--- src/rtl/oag_pkg.sv ---
// Package of constants and types for the operand address generator.
package oag_pkg;

  localparam int ADDR_W = 32;
  localparam int DATA_W = 32;

  // Index mode encodings.
  localparam logic [1:0] IDX_ABS       = 2'h0;
  localparam logic [1:0] IDX_PC        = 2'h1;
  localparam logic [1:0] IDX_ACC_TWO   = 2'h2;
  localparam logic [1:0] IDX_ACC_THREE = 2'h3;

  // Displacement size encodings.
  localparam logic [1:0] DSZ_SHORT = 2'h0;
  localparam logic [1:0] DSZ_EXT   = 2'h1;
  localparam logic [1:0] DSZ_LONG  = 2'h2;
  localparam logic [1:0] DSZ_BYTE  = 2'h3;

  // Request kinds.
  localparam logic [1:0] KIND_WORD = 2'h0;
  localparam logic [1:0] KIND_DBL  = 2'h1;
  localparam logic [1:0] KIND_BYTE = 2'h2;
  localparam logic [1:0] KIND_BIT  = 2'h3;

  localparam logic [4:0] MAX_INDIRECT = 5'h0f;

  // Fault codes; zero means none.
  localparam logic [2:0] FLT_NONE  = 3'h0;
  localparam logic [2:0] FLT_PROT  = 3'h1;
  localparam logic [2:0] FLT_NRES  = 3'h2;
  localparam logic [2:0] FLT_PRIV  = 3'h3;
  localparam logic [2:0] FLT_OUTW  = 3'h4;
  localparam logic [2:0] FLT_COMP  = 3'h5;

  // APB register byte offsets.
  localparam logic [7:0] REG_CTRL   = 8'h00;
  localparam logic [7:0] REG_STATUS = 8'h04;
  localparam logic [7:0] REG_EA     = 8'h08;
  localparam logic [7:0] REG_FAULT  = 8'h0c;

  localparam logic [31:0] CTRL_RST = 32'h0000_0000;

  typedef enum logic [1:0] {OAG_IDLE, OAG_WAIT_PTR, OAG_DONE} oag_state_t;

endpackage

--- src/rtl/oag_fault_if.sv ---
// Interface between the address datapath and the fault arbiter.
interface oag_fault_if;
  logic       clear;
  logic       prot;
  logic       nres;
  logic       priv;
  logic       outw;
  logic       comp;
  logic [2:0] code;
  logic       privileged;
  logic       valid;
  modport gen (output clear, output prot, output nres, output priv, output outw,
               output comp, input code, input privileged, input valid);
  modport arb (input clear, input prot, input nres, input priv, input outw,
               input comp, output code, output privileged, output valid);
endinterface

--- src/rtl/oag_fault_arb.sv ---
// Fault arbiter: latches the first fault of an instruction and its class.
module oag_fault_arb (
  input  wire logic core_clk,
  input  wire logic rst,
  oag_fault_if.arb  flt
);

  logic [2:0] code_r;
  logic [2:0] code_nxt;

  always_comb
  begin
    code_nxt = oag_pkg::FLT_NONE;
    if (flt.prot)
      code_nxt = oag_pkg::FLT_PROT;
    else if (flt.nres)
      code_nxt = oag_pkg::FLT_NRES;
    else if (flt.priv)
      code_nxt = oag_pkg::FLT_PRIV;
    else if (flt.outw)
      code_nxt = oag_pkg::FLT_OUTW;
    else if (flt.comp)
      code_nxt = oag_pkg::FLT_COMP;
  end

  // A fault arriving with the clear still wins, so none is lost.
  always_ff @(posedge core_clk)
  begin
    if (rst)
      code_r <= oag_pkg::FLT_NONE;
    else if (code_r == oag_pkg::FLT_NONE && code_nxt != oag_pkg::FLT_NONE)
      code_r <= code_nxt;
    else if (flt.clear)
      code_r <= (code_nxt != oag_pkg::FLT_NONE) ? code_nxt : oag_pkg::FLT_NONE;
  end

  assign flt.code       = code_r;
  assign flt.valid      = code_r != oag_pkg::FLT_NONE;
  assign flt.privileged = code_r inside {oag_pkg::FLT_PROT, oag_pkg::FLT_NRES,
                                         oag_pkg::FLT_PRIV, oag_pkg::FLT_OUTW};

  a_first_fault_kept: assert property (@(posedge core_clk) disable iff (rst)
    (code_r != oag_pkg::FLT_NONE && !flt.clear) |=> code_r == $past(code_r))
    else $error("latched fault was overwritten");

  a_comp_nonpriv: assert property (@(posedge core_clk) disable iff (rst)
    (code_r == oag_pkg::FLT_NONE && flt.comp && !flt.prot && !flt.nres && !flt.priv &&
     !flt.outw) |=> (flt.valid && !flt.privileged))
    else $error("computation fault classed privileged");

endmodule

--- src/rtl/oag_top.sv ---
// Operand address generator with indirect resolution, byte and bit pointers.
module oag_top (
  input  wire logic        core_clk,
  input  wire logic        rst,
  // Decoder request.
  input  wire logic        req_valid,
  output logic             req_ready,
  input  wire logic [1:0]  req_kind,
  input  wire logic [1:0]  req_index,
  input  wire logic [1:0]  req_dsize,
  input  wire logic        req_indirect,
  input  wire logic [31:0] req_disp,
  input  wire logic [1:0]  req_pc_words,
  input  wire logic        req_same_ac,
  input  wire logic        req_io,
  input  wire logic        req_prot_op,
  input  wire logic        req_comp_err,
  input  wire logic [31:0] program_counter,
  input  wire logic [31:0] accumulator_two,
  input  wire logic [31:0] accumulator_three,
  input  wire logic [31:0] acc_source,
  input  wire logic [31:0] acc_dest,
  input  wire logic [2:0]  cur_segment,
  input  wire logic        seg_io_valid,
  input  wire logic        next_instr,
  // Address translation unit side.
  output logic             ea_valid,
  output logic [31:0]      ea_addr,
  output logic             ea_byte_sel,
  output logic [3:0]       ea_bit_pos,
  output logic             ea_is_ptr,
  input  wire logic        ptr_valid,
  input  wire logic [31:0] ptr_data,
  input  wire logic        xlat_refused,
  input  wire logic        xlat_nonres,
  output logic             instr_hold,
  // APB slave.
  input  wire logic        psel,
  input  wire logic        penable,
  input  wire logic        pwrite,
  input  wire logic [7:0]  paddr,
  input  wire logic [31:0] pwdata,
  output logic [31:0]      prdata,
  output logic             pready,
  output logic             pslverr
);

  oag_fault_if flt ();

  oag_fault_arb u_arb (
    .core_clk (core_clk),
    .rst      (rst),
    .flt      (flt)
  );

  oag_pkg::oag_state_t state_r;
  logic [31:0]         ctrl_r;
  logic [4:0]          depth_r;
  logic [31:0]         ea_addr_r;
  logic                ea_byte_r;
  logic [3:0]          ea_bit_r;
  logic                ea_valid_r;
  logic                ea_ptr_r;
  logic [31:0]         last_ea_r;
  logic [31:0]         prdata_r;
  logic                xlat_en;

  assign xlat_en = ctrl_r[0];

  // Base selection with bit 0 (the MSB) of each base dropped.
  logic [31:0] base;
  always_comb
  begin
    base = '0;
    unique case (req_index)
      oag_pkg::IDX_ABS:       base = '0;
      oag_pkg::IDX_PC:        base = {1'b0, program_counter[30:0]};
      oag_pkg::IDX_ACC_TWO:   base = {1'b0, accumulator_two[30:0]};
      oag_pkg::IDX_ACC_THREE: base = {1'b0, accumulator_three[30:0]};
    endcase
  end

  logic        rel;
  logic [31:0] disp_ext;
  logic [31:0] pc_adj;
  assign rel = req_index != oag_pkg::IDX_ABS;

  // Displacement extension by size and mode.
  always_comb
  begin
    disp_ext = '0;
    unique case (req_dsize)
      oag_pkg::DSZ_SHORT:
        disp_ext = rel ? {{24{req_disp[7]}}, req_disp[7:0]}
                       : {1'b0, cur_segment, 20'h00000, req_disp[7:0]};
      oag_pkg::DSZ_EXT:
        disp_ext = rel ? {{17{req_disp[14]}}, req_disp[14:0]}
                       : {1'b0, cur_segment, 13'h0000, req_disp[14:0]};
      oag_pkg::DSZ_LONG:
        disp_ext = rel ? {req_disp[30], req_disp[30:0]}
                       : {1'b0, req_disp[30:0]};
      oag_pkg::DSZ_BYTE:
        disp_ext = rel ? {{16{req_disp[15]}}, req_disp[15:0]}
                       : {cur_segment, 13'h0000, req_disp[15:0]};
    endcase
  end

  // PC relative with extended or long displacement adds the preceding word count.
  assign pc_adj = (req_index == oag_pkg::IDX_PC &&
                   (req_dsize == oag_pkg::DSZ_EXT || req_dsize == oag_pkg::DSZ_LONG))
                  ? {30'h0, req_pc_words} : 32'h0;

  logic [31:0] word_sum;
  assign word_sum = base + disp_ext + pc_adj;

  // Byte pointer: a base from an accumulator is doubled, then displacement added.
  logic [31:0] byte_ptr;
  always_comb
  begin
    if (req_dsize == oag_pkg::DSZ_LONG)
      byte_ptr = {base[30:0], 1'b0} + req_disp;
    else
      byte_ptr = {base[30:0], 1'b0} + disp_ext;
  end

  // Bit pointer: source gives base (the segment when req_same_ac), destination the word offset and bit.
  logic [31:0] bit_base;
  logic [31:0] bit_word;
  assign bit_base = req_same_ac ? {1'b0, cur_segment, 28'h0}
                                : {1'b0, acc_source[30:0]};
  assign bit_word = bit_base + {4'h0, acc_dest[31:4]};

  // Validity checks made at request time.
  logic chk_prot;
  logic chk_priv;
  assign chk_prot = req_io && !seg_io_valid;
  assign chk_priv = req_prot_op && cur_segment != 3'h0;

  logic take;
  assign take      = req_valid && req_ready;
  assign req_ready = state_r == oag_pkg::OAG_IDLE;

  logic go_ind;
  assign go_ind = (req_kind == oag_pkg::KIND_BIT) ? acc_source[31]
                : (req_kind == oag_pkg::KIND_BYTE) ? 1'b0
                : req_indirect;

  logic ptr_again;
  logic depth_over;
  assign ptr_again  = ptr_data[31];
  assign depth_over = xlat_en && depth_r >= oag_pkg::MAX_INDIRECT;

  // Resolution sequence.
  always_ff @(posedge core_clk)
  begin
    if (rst)
      state_r <= oag_pkg::OAG_IDLE;
    else
    begin
      unique case (state_r)
        oag_pkg::OAG_IDLE:
          if (take)
            state_r <= (go_ind && !chk_prot && !chk_priv) ? oag_pkg::OAG_WAIT_PTR
                                                         : oag_pkg::OAG_DONE;
        oag_pkg::OAG_WAIT_PTR:
          if (xlat_refused || xlat_nonres)
            state_r <= oag_pkg::OAG_DONE;
          else if (ptr_valid && (!ptr_again || depth_over))
            state_r <= oag_pkg::OAG_DONE;
        oag_pkg::OAG_DONE:
          if (next_instr)
            state_r <= oag_pkg::OAG_IDLE;
      endcase
    end
  end

  // Indirection depth counter.
  always_ff @(posedge core_clk)
  begin
    if (rst)
      depth_r <= 5'h00;
    else if (take)
      depth_r <= 5'h01;
    else if (state_r == oag_pkg::OAG_WAIT_PTR && ptr_valid && ptr_again)
      depth_r <= depth_r + 5'h01;
  end

  // Address, selectors and the one-cycle presentation strobe.
  always_ff @(posedge core_clk)
  begin
    if (rst)
    begin
      ea_addr_r  <= 32'h0;
      ea_byte_r  <= 1'b0;
      ea_bit_r   <= 4'h0;
      ea_valid_r <= 1'b0;
      ea_ptr_r   <= 1'b0;
    end
    else
    begin
      ea_valid_r <= 1'b0;
      if (take && !chk_prot && !chk_priv)
      begin
        unique case (req_kind)
          oag_pkg::KIND_BYTE:
          begin
            ea_addr_r <= {1'b0, byte_ptr[31:1]};
            ea_byte_r <= byte_ptr[0];
          end
          oag_pkg::KIND_BIT:
          begin
            ea_addr_r <= bit_word;
            ea_bit_r  <= acc_dest[3:0];
          end
          default:
            ea_addr_r <= word_sum;
        endcase
        ea_ptr_r   <= go_ind;
        ea_valid_r <= 1'b1;
      end
      else if (state_r == oag_pkg::OAG_WAIT_PTR && ptr_valid && !(ptr_again && depth_over) &&
               !xlat_refused && !xlat_nonres)
      begin
        ea_addr_r  <= {1'b0, ptr_data[30:0]};
        ea_ptr_r   <= ptr_again;
        ea_valid_r <= 1'b1;
      end
    end
  end

  // Fault sources into the arbiter; cleared as the next instruction starts.
  assign flt.prot  = (take && chk_prot) || (state_r == oag_pkg::OAG_WAIT_PTR &&
                     (xlat_refused || (ptr_valid && ptr_again && depth_over)));
  assign flt.nres  = state_r == oag_pkg::OAG_WAIT_PTR && xlat_nonres;
  assign flt.priv  = take && chk_priv;
  assign flt.outw  = 1'b0;
  assign flt.comp  = take && req_comp_err;
  assign flt.clear = next_instr && state_r == oag_pkg::OAG_DONE;

  // Hold the next instruction off while resolving or while a fault awaits service.
  assign instr_hold = state_r == oag_pkg::OAG_WAIT_PTR || flt.valid;

  assign ea_valid    = ea_valid_r;
  assign ea_addr     = ea_addr_r;
  assign ea_byte_sel = ea_byte_r;
  assign ea_bit_pos  = ea_bit_r;
  assign ea_is_ptr   = ea_ptr_r;

  // APB slave, zero wait states.
  logic apb_acc;
  assign apb_acc = psel && penable;
  assign pready  = 1'b1;

  always_ff @(posedge core_clk)
  begin
    if (rst)
      ctrl_r <= oag_pkg::CTRL_RST;
    else if (apb_acc && pwrite && paddr == oag_pkg::REG_CTRL)
      ctrl_r <= {31'h0, pwdata[0]};
  end

  always_ff @(posedge core_clk)
  begin
    if (rst)
      last_ea_r <= 32'h0;
    else if (ea_valid_r)
      last_ea_r <= ea_addr_r;
  end

  always_comb
  begin
    prdata_r = 32'h0;
    unique case (paddr)
      oag_pkg::REG_CTRL:   prdata_r = ctrl_r;
      oag_pkg::REG_STATUS: prdata_r = {22'h0, depth_r, 3'h0, state_r};
      oag_pkg::REG_EA:     prdata_r = last_ea_r;
      oag_pkg::REG_FAULT:  prdata_r = {27'h0, flt.privileged, flt.valid, flt.code};
      default:             prdata_r = 32'h0;
    endcase
  end

  assign prdata  = prdata_r;
  assign pslverr = apb_acc && !(paddr inside {oag_pkg::REG_CTRL, oag_pkg::REG_STATUS,
                                oag_pkg::REG_EA, oag_pkg::REG_FAULT});

  a_io_check_fault: assert property (@(posedge core_clk) disable iff (rst)
    (take && req_io && !seg_io_valid) |=> (flt.code == oag_pkg::FLT_PROT && !ea_valid))
    else $error("I/O without flag not refused");

  a_priv_seg_zero: assert property (@(posedge core_clk) disable iff (rst)
    (take && req_prot_op && cur_segment != 3'h0 && !req_io) |=> flt.valid && !ea_valid)
    else $error("privileged op outside segment zero allowed");

  a_byte_no_ind: assert property (@(posedge core_clk) disable iff (rst)
    (take && req_kind == oag_pkg::KIND_BYTE) |=> state_r != oag_pkg::OAG_WAIT_PTR)
    else $error("byte address went indirect");

  a_pc_word_add: assert property (@(posedge core_clk) disable iff (rst)
    (take && req_kind == oag_pkg::KIND_WORD && req_index == oag_pkg::IDX_PC &&
     req_dsize == oag_pkg::DSZ_EXT && !req_io && !req_prot_op) |=>
    ea_addr == $past({1'b0, program_counter[30:0]} +
                     {{17{req_disp[14]}}, req_disp[14:0]} + {30'h0, req_pc_words}))
    else $error("PC relative sum wrong");

  a_bit_pos_low: assert property (@(posedge core_clk) disable iff (rst)
    (take && req_kind == oag_pkg::KIND_BIT && !req_io && !req_prot_op) |=>
    ea_bit_pos == $past(acc_dest[3:0]))
    else $error("bit position wrong");

  a_hold_on_fault: assert property (@(posedge core_clk) disable iff (rst)
    flt.valid |-> (instr_hold && !req_ready))
    else $error("next instruction not held on fault");

endmodule

--- config.mk ---
export PLATFORM = sky130hd
export DESIGN_NAME = oag_top
export DESIGN_NICKNAME = d
export VERILOG_FILES = /design/src/rtl/oag_pkg.sv /design/src/rtl/oag_fault_if.sv /design/src/rtl/oag_fault_arb.sv /design/src/rtl/oag_top.sv
export SDC_FILE = /design/constraint.sdc
export NUM_CORES = 1
export LEC_CHECK = 0
export ABC_CLOCK_PERIOD_IN_PS = 8020
export BUFFER_PORTS_ARGS = -buffer_cell sky130_fd_sc_hd__buf_2
export CORE_AREA = 2 2 159 161
export CTS_CLUSTER_SIZE = 14
export DETAILED_ROUTE_END_ITERATION = 12
export DIE_AREA = 0 0 161 163
export GPL_TIMING_DRIVEN = 1
export PLACE_DENSITY = 0.72
export SLEW_MARGIN = 5
export SYNTH_ARGS = -nofsm -noshare
export SYNTH_HDL_FRONTEND = slang
export SYNTH_SLANG_ARGS = --single-unit
--- constraint.sdc ---
create_clock -name core_clk -period 8.02 [get_ports core_clk]
set_clock_uncertainty 0.2 [all_clocks]
set_input_delay 1.203 -clock core_clk [delete_from_list [all_inputs] [get_ports core_clk]]
set_output_delay 1.203 -clock core_clk [all_outputs]
set_load 0.02 [all_outputs]
==> flow_metrics.tcl <==
set metrics [dict create \
    synth_nets 1850 \
    endpoint_kind "register" \
    crit_fanout 38 \
    total_power_mw 1.84 \
    die-area_um2 26200 \
    seq_power_share_pct 24.8 \
    dr.first_iter.drc_count 964 \
    switchingPower_uw 781 \
    crit_chain "buf_2 > mux2_2 > a22oi_1 > inv_1 > fa_1 > ha_1 > inv_1 > fa_1 > nor2b_1 > o2111ai_1 > nand4bb_1 > a31oi_2 > o31ai_2 > a211oi_1 > o21ai_0 > mux2i_1 > o211ai_1" \
    overflow 0 \
    path_clk_slew_ns 0.06 \
    dpl_cell_area_um2 12700 \
    grt_pass1_wl_mm 59.5 \
    grt_pass1_vias 11100 \
    grt_use_total_pct 28.4 \
    start_kind "input pin" \
    fin_util_pct 52.6 \
    postSynthCellCount 1428 \
    p_int_mw 1.06 \
    antenna_cells 0 \
    crit_type "input pin to register" \
    syn_avg_cell_area_um2 7.58 \
    synth_top_area_share_pct 15.2 \
    io_buffers 330 \
    p_sw_share_pct 42.4 \
    fin_crit_sh_pct 75.1 \
    crit_buf_inv 3 \
    rsz0062_at_grt "no" \
    worst_pin_slew_ns 0.905 \
    synth_area_um2 10800 \
    clk_latency_ns 0.34 \
    area_growth_pct 19.8 \
    cts_setup_buffers 0 \
    gp_congestion 0.975 \
    cellLeakagePower_nw 6.18 \
    yosysSeqAreaShare_pct 15.2 \
    synth_common_cells "167 x nand2_1, 126 x ha_1, 124 x a21oi_1, 111 x nor2_1, 82 x dfxtp_1" \
    nets 2123 \
    slowest_delay_ns 0.56 \
    worstPathArrival_ns 6.00 \
    p_comb_share_pct 53.8 \
    cts_buffers 9 \
    grt_antenna_before_repair 0 \
    io_pins 366 \
    synth_edf_count 0 \
    finalCriticalPeriod_ns 6.02 \
    clk_path_buf_depth 2 \
    avgViaCountPerCell 5.83 \
    fmax_ghz 0.166 \
    crit_required_ns 8.00 \
    maxCapViolCount 0 \
    multi_input_area_um2 8760 \
    place_ws_ns 1.69 \
    wirelength_mm 38.8 \
    setup_violations 0 \
    fin_setup_tns_ns 0 \
    wl_per_cell_um 19.1 \
    netlist_top_cells_area "dfxtp_1 15%, ha_1 15%, nand2_1 5.8%, a21oi_1 5.7%, mux2i_1 5.1%" \
    ir_drop_v 0.000104 \
    final-hold-violation-count 0 \
    pwr-share-clk_pct 21.4 \
    start_util_pct 43.9 \
    cpLargestDelayFamily "compound AO/OA/AOI/OAI gates" \
    die_x_um 161 \
    detail-route-antenna-nets 0 \
    vias 11900 \
    cts_sinks 82 \
    cp_slowest_cell "buf_2" \
    hpwlAfterDp_mm 32.1 \
    ff_latch_area_um2 1640 \
    ctsResizeCount 0 \
    status "finished, final reports clean" \
    drive_above_1_share_pct 24.8 \
    synthArstFlopShare_pct 0 \
    row_count 58 \
    slew_violations 0 \
    design_area_um2 13000 \
    ys.flop_type "dfxtp_1" \
    core-area_um2 24700 \
    synthDistinctLibCells 82 \
    die_h_um 163 \
    hold_class "register to register" \
    cts_tree "built" \
    grt_start_max_net_pins 83 \
    first_pass_iters 6 \
    relSlewSlack_pct 38.1 \
    cts_root_buffer "clkbuf_16" \
    nFillCells 2503 \
    worst_slack_ns 2.00 \
    synth_warnings 0 \
    synth_top_area_cell "dfxtp_1" \
    synth.most_common_cell "nand2_1" \
    drc 0 \
    holdBufCountCts 0 \
    cts_max_level 3 \
    synth-seq-cells 82 \
    p_per_area_nw_per_um2 142 \
]
-- worst reg2reg max path: cells and delay by family (launching register included) --
| family | cells | cell delay [ns] |
|---|---|---|
| adders and majority gates | 2 | 0.42 |
| DFF | 1 | 0.38 |
| AOI/OAI and AO/OA | 4 | 1.24 |
| and+or+nand+nor | 5 | 1.00 |
-- cell families (layout without fill, tap and decap cells) --
group | after synthesis | after routing | share of synthesized area [%]
muxes | 93 | 93 | 9.14
buffers and inverters | 114 | 392 | 4.00
and+or+nand+nor | 478 | 478 | 21.2
other | 1 | 1 | 0.0346
xor gates and xnor gates | 72 | 72 | 5.82
adders and majority gates | 131 | 131 | 15.5
AOI/OAI and AO/OA | 457 | 457 | 29.1
DFF | 82 | 82 | 15.2
-- cell type report --
class | instances | share of cell area, %
Multi-Input combinational cell | 1232 | 67.6
Tap cell | 330 | 3.18
Sequential cell | 82 | 12.7
Inverter | 34 | 0.984
Clock inverter | 3 | 0.183
Timing Repair Buffer | 342 | 13.4
Clock buffer | 13 | 2.01
-- worst paths after layout --
check | startpoint | end | slack [ns] | cells after the start
worst max-delay path | req_index[1] | ea_addr[31]$_SDFFE_PP0P_ | 2.00 | 17
worst min-delay path | ea_bit_pos[3]$_SDFFE_PP0P_ | ea_bit_pos[3]$_SDFFE_PP0P_ | 0.26 | 2
worst max register to register | depth_r[0]$_SDFFE_PP0P_ | ea_addr[29]$_SDFFE_PP0P_ | 4.73 | 11
worst min register to register | ea_bit_pos[3]$_SDFFE_PP0P_ | ea_bit_pos[3]$_SDFFE_PP0P_ | 0.26 | 2
-- per-layer routing --
metal	track usage, %	wire length [um]	vias to the layer above
met5	0	0	-
met4	6.41	713	0
met3	2.65	2980	44
met2	49.3	17800	571
met1	38.3	17300	5461
li1	-	-	5801
-- power by group through the flow --
stage	clock (mW)	combinational (mW)	sequential [mW]
after floorplan	0	0.659	0.479
after global placement	0	0.960	0.465
after detailed placement	0	0.967	0.466
after CTS	0.401	0.975	0.457
after global routing	0.415	1.08	0.459
final	0.395	0.990	0.457
-- placed cells by master (no fill, tap or decap), types with 6 or more instances in the layout --
master / Yosys / routed
buf_2: 1 / 330
nand2_1: 167 / 167
ha_1: 126 / 126
a21oi_1: 124 / 124
nor2_1: 111 / 110
dfxtp_1: 82 / 81
o21ai_0: 62 / 62
mux2i_1: 55 / 55
a21o_1: 51 / 51
xnor2_1: 42 / 42
nor2b_1: 40 / 39
mux2_2: 37 / 37
a22o_1: 36 / 36
inv_1: 33 / 33
xor2_1: 30 / 30
and2_1: 28 / 28
a211oi_1: 25 / 25
nand3_1: 23 / 23
and3_1: 22 / 22
a31oi_1: 21 / 21
nor3_1: 20 / 20
nand2b_1: 17 / 17
o211ai_1: 17 / 17
a311oi_1: 15 / 15
nand4_1: 12 / 12
buf_4: 1 / 12
o21a_1: 11 / 11
o21bai_1: 11 / 11
o31ai_1: 10 / 10
clkbuf_16: 0 / 9
a221oi_1: 8 / 8
or2_2: 7 / 7
or3_1: 6 / 6
o22ai_1: 6 / 6
-- registers in the layout, indices dropped and copies added, names as in the netlist, 2 cells and up --
signal / cells
state_r: 2
ea_bit_pos: 4
last_ea_r: 32
ea_addr: 32
depth_r: 5
u_arb.flt.code: 3
-- through the flow --
step           hold WS, ns  instances
6_report             0.256       2036
5_1_grt              0.276       2036
4_1_cts              0.259       2036
3_5_place_dp         0.250       2020
3_3_place_gp         0.240       2020
2_1_floorplan        0.252       1428
Note: power is estimated with default switching activity, not from simulation.
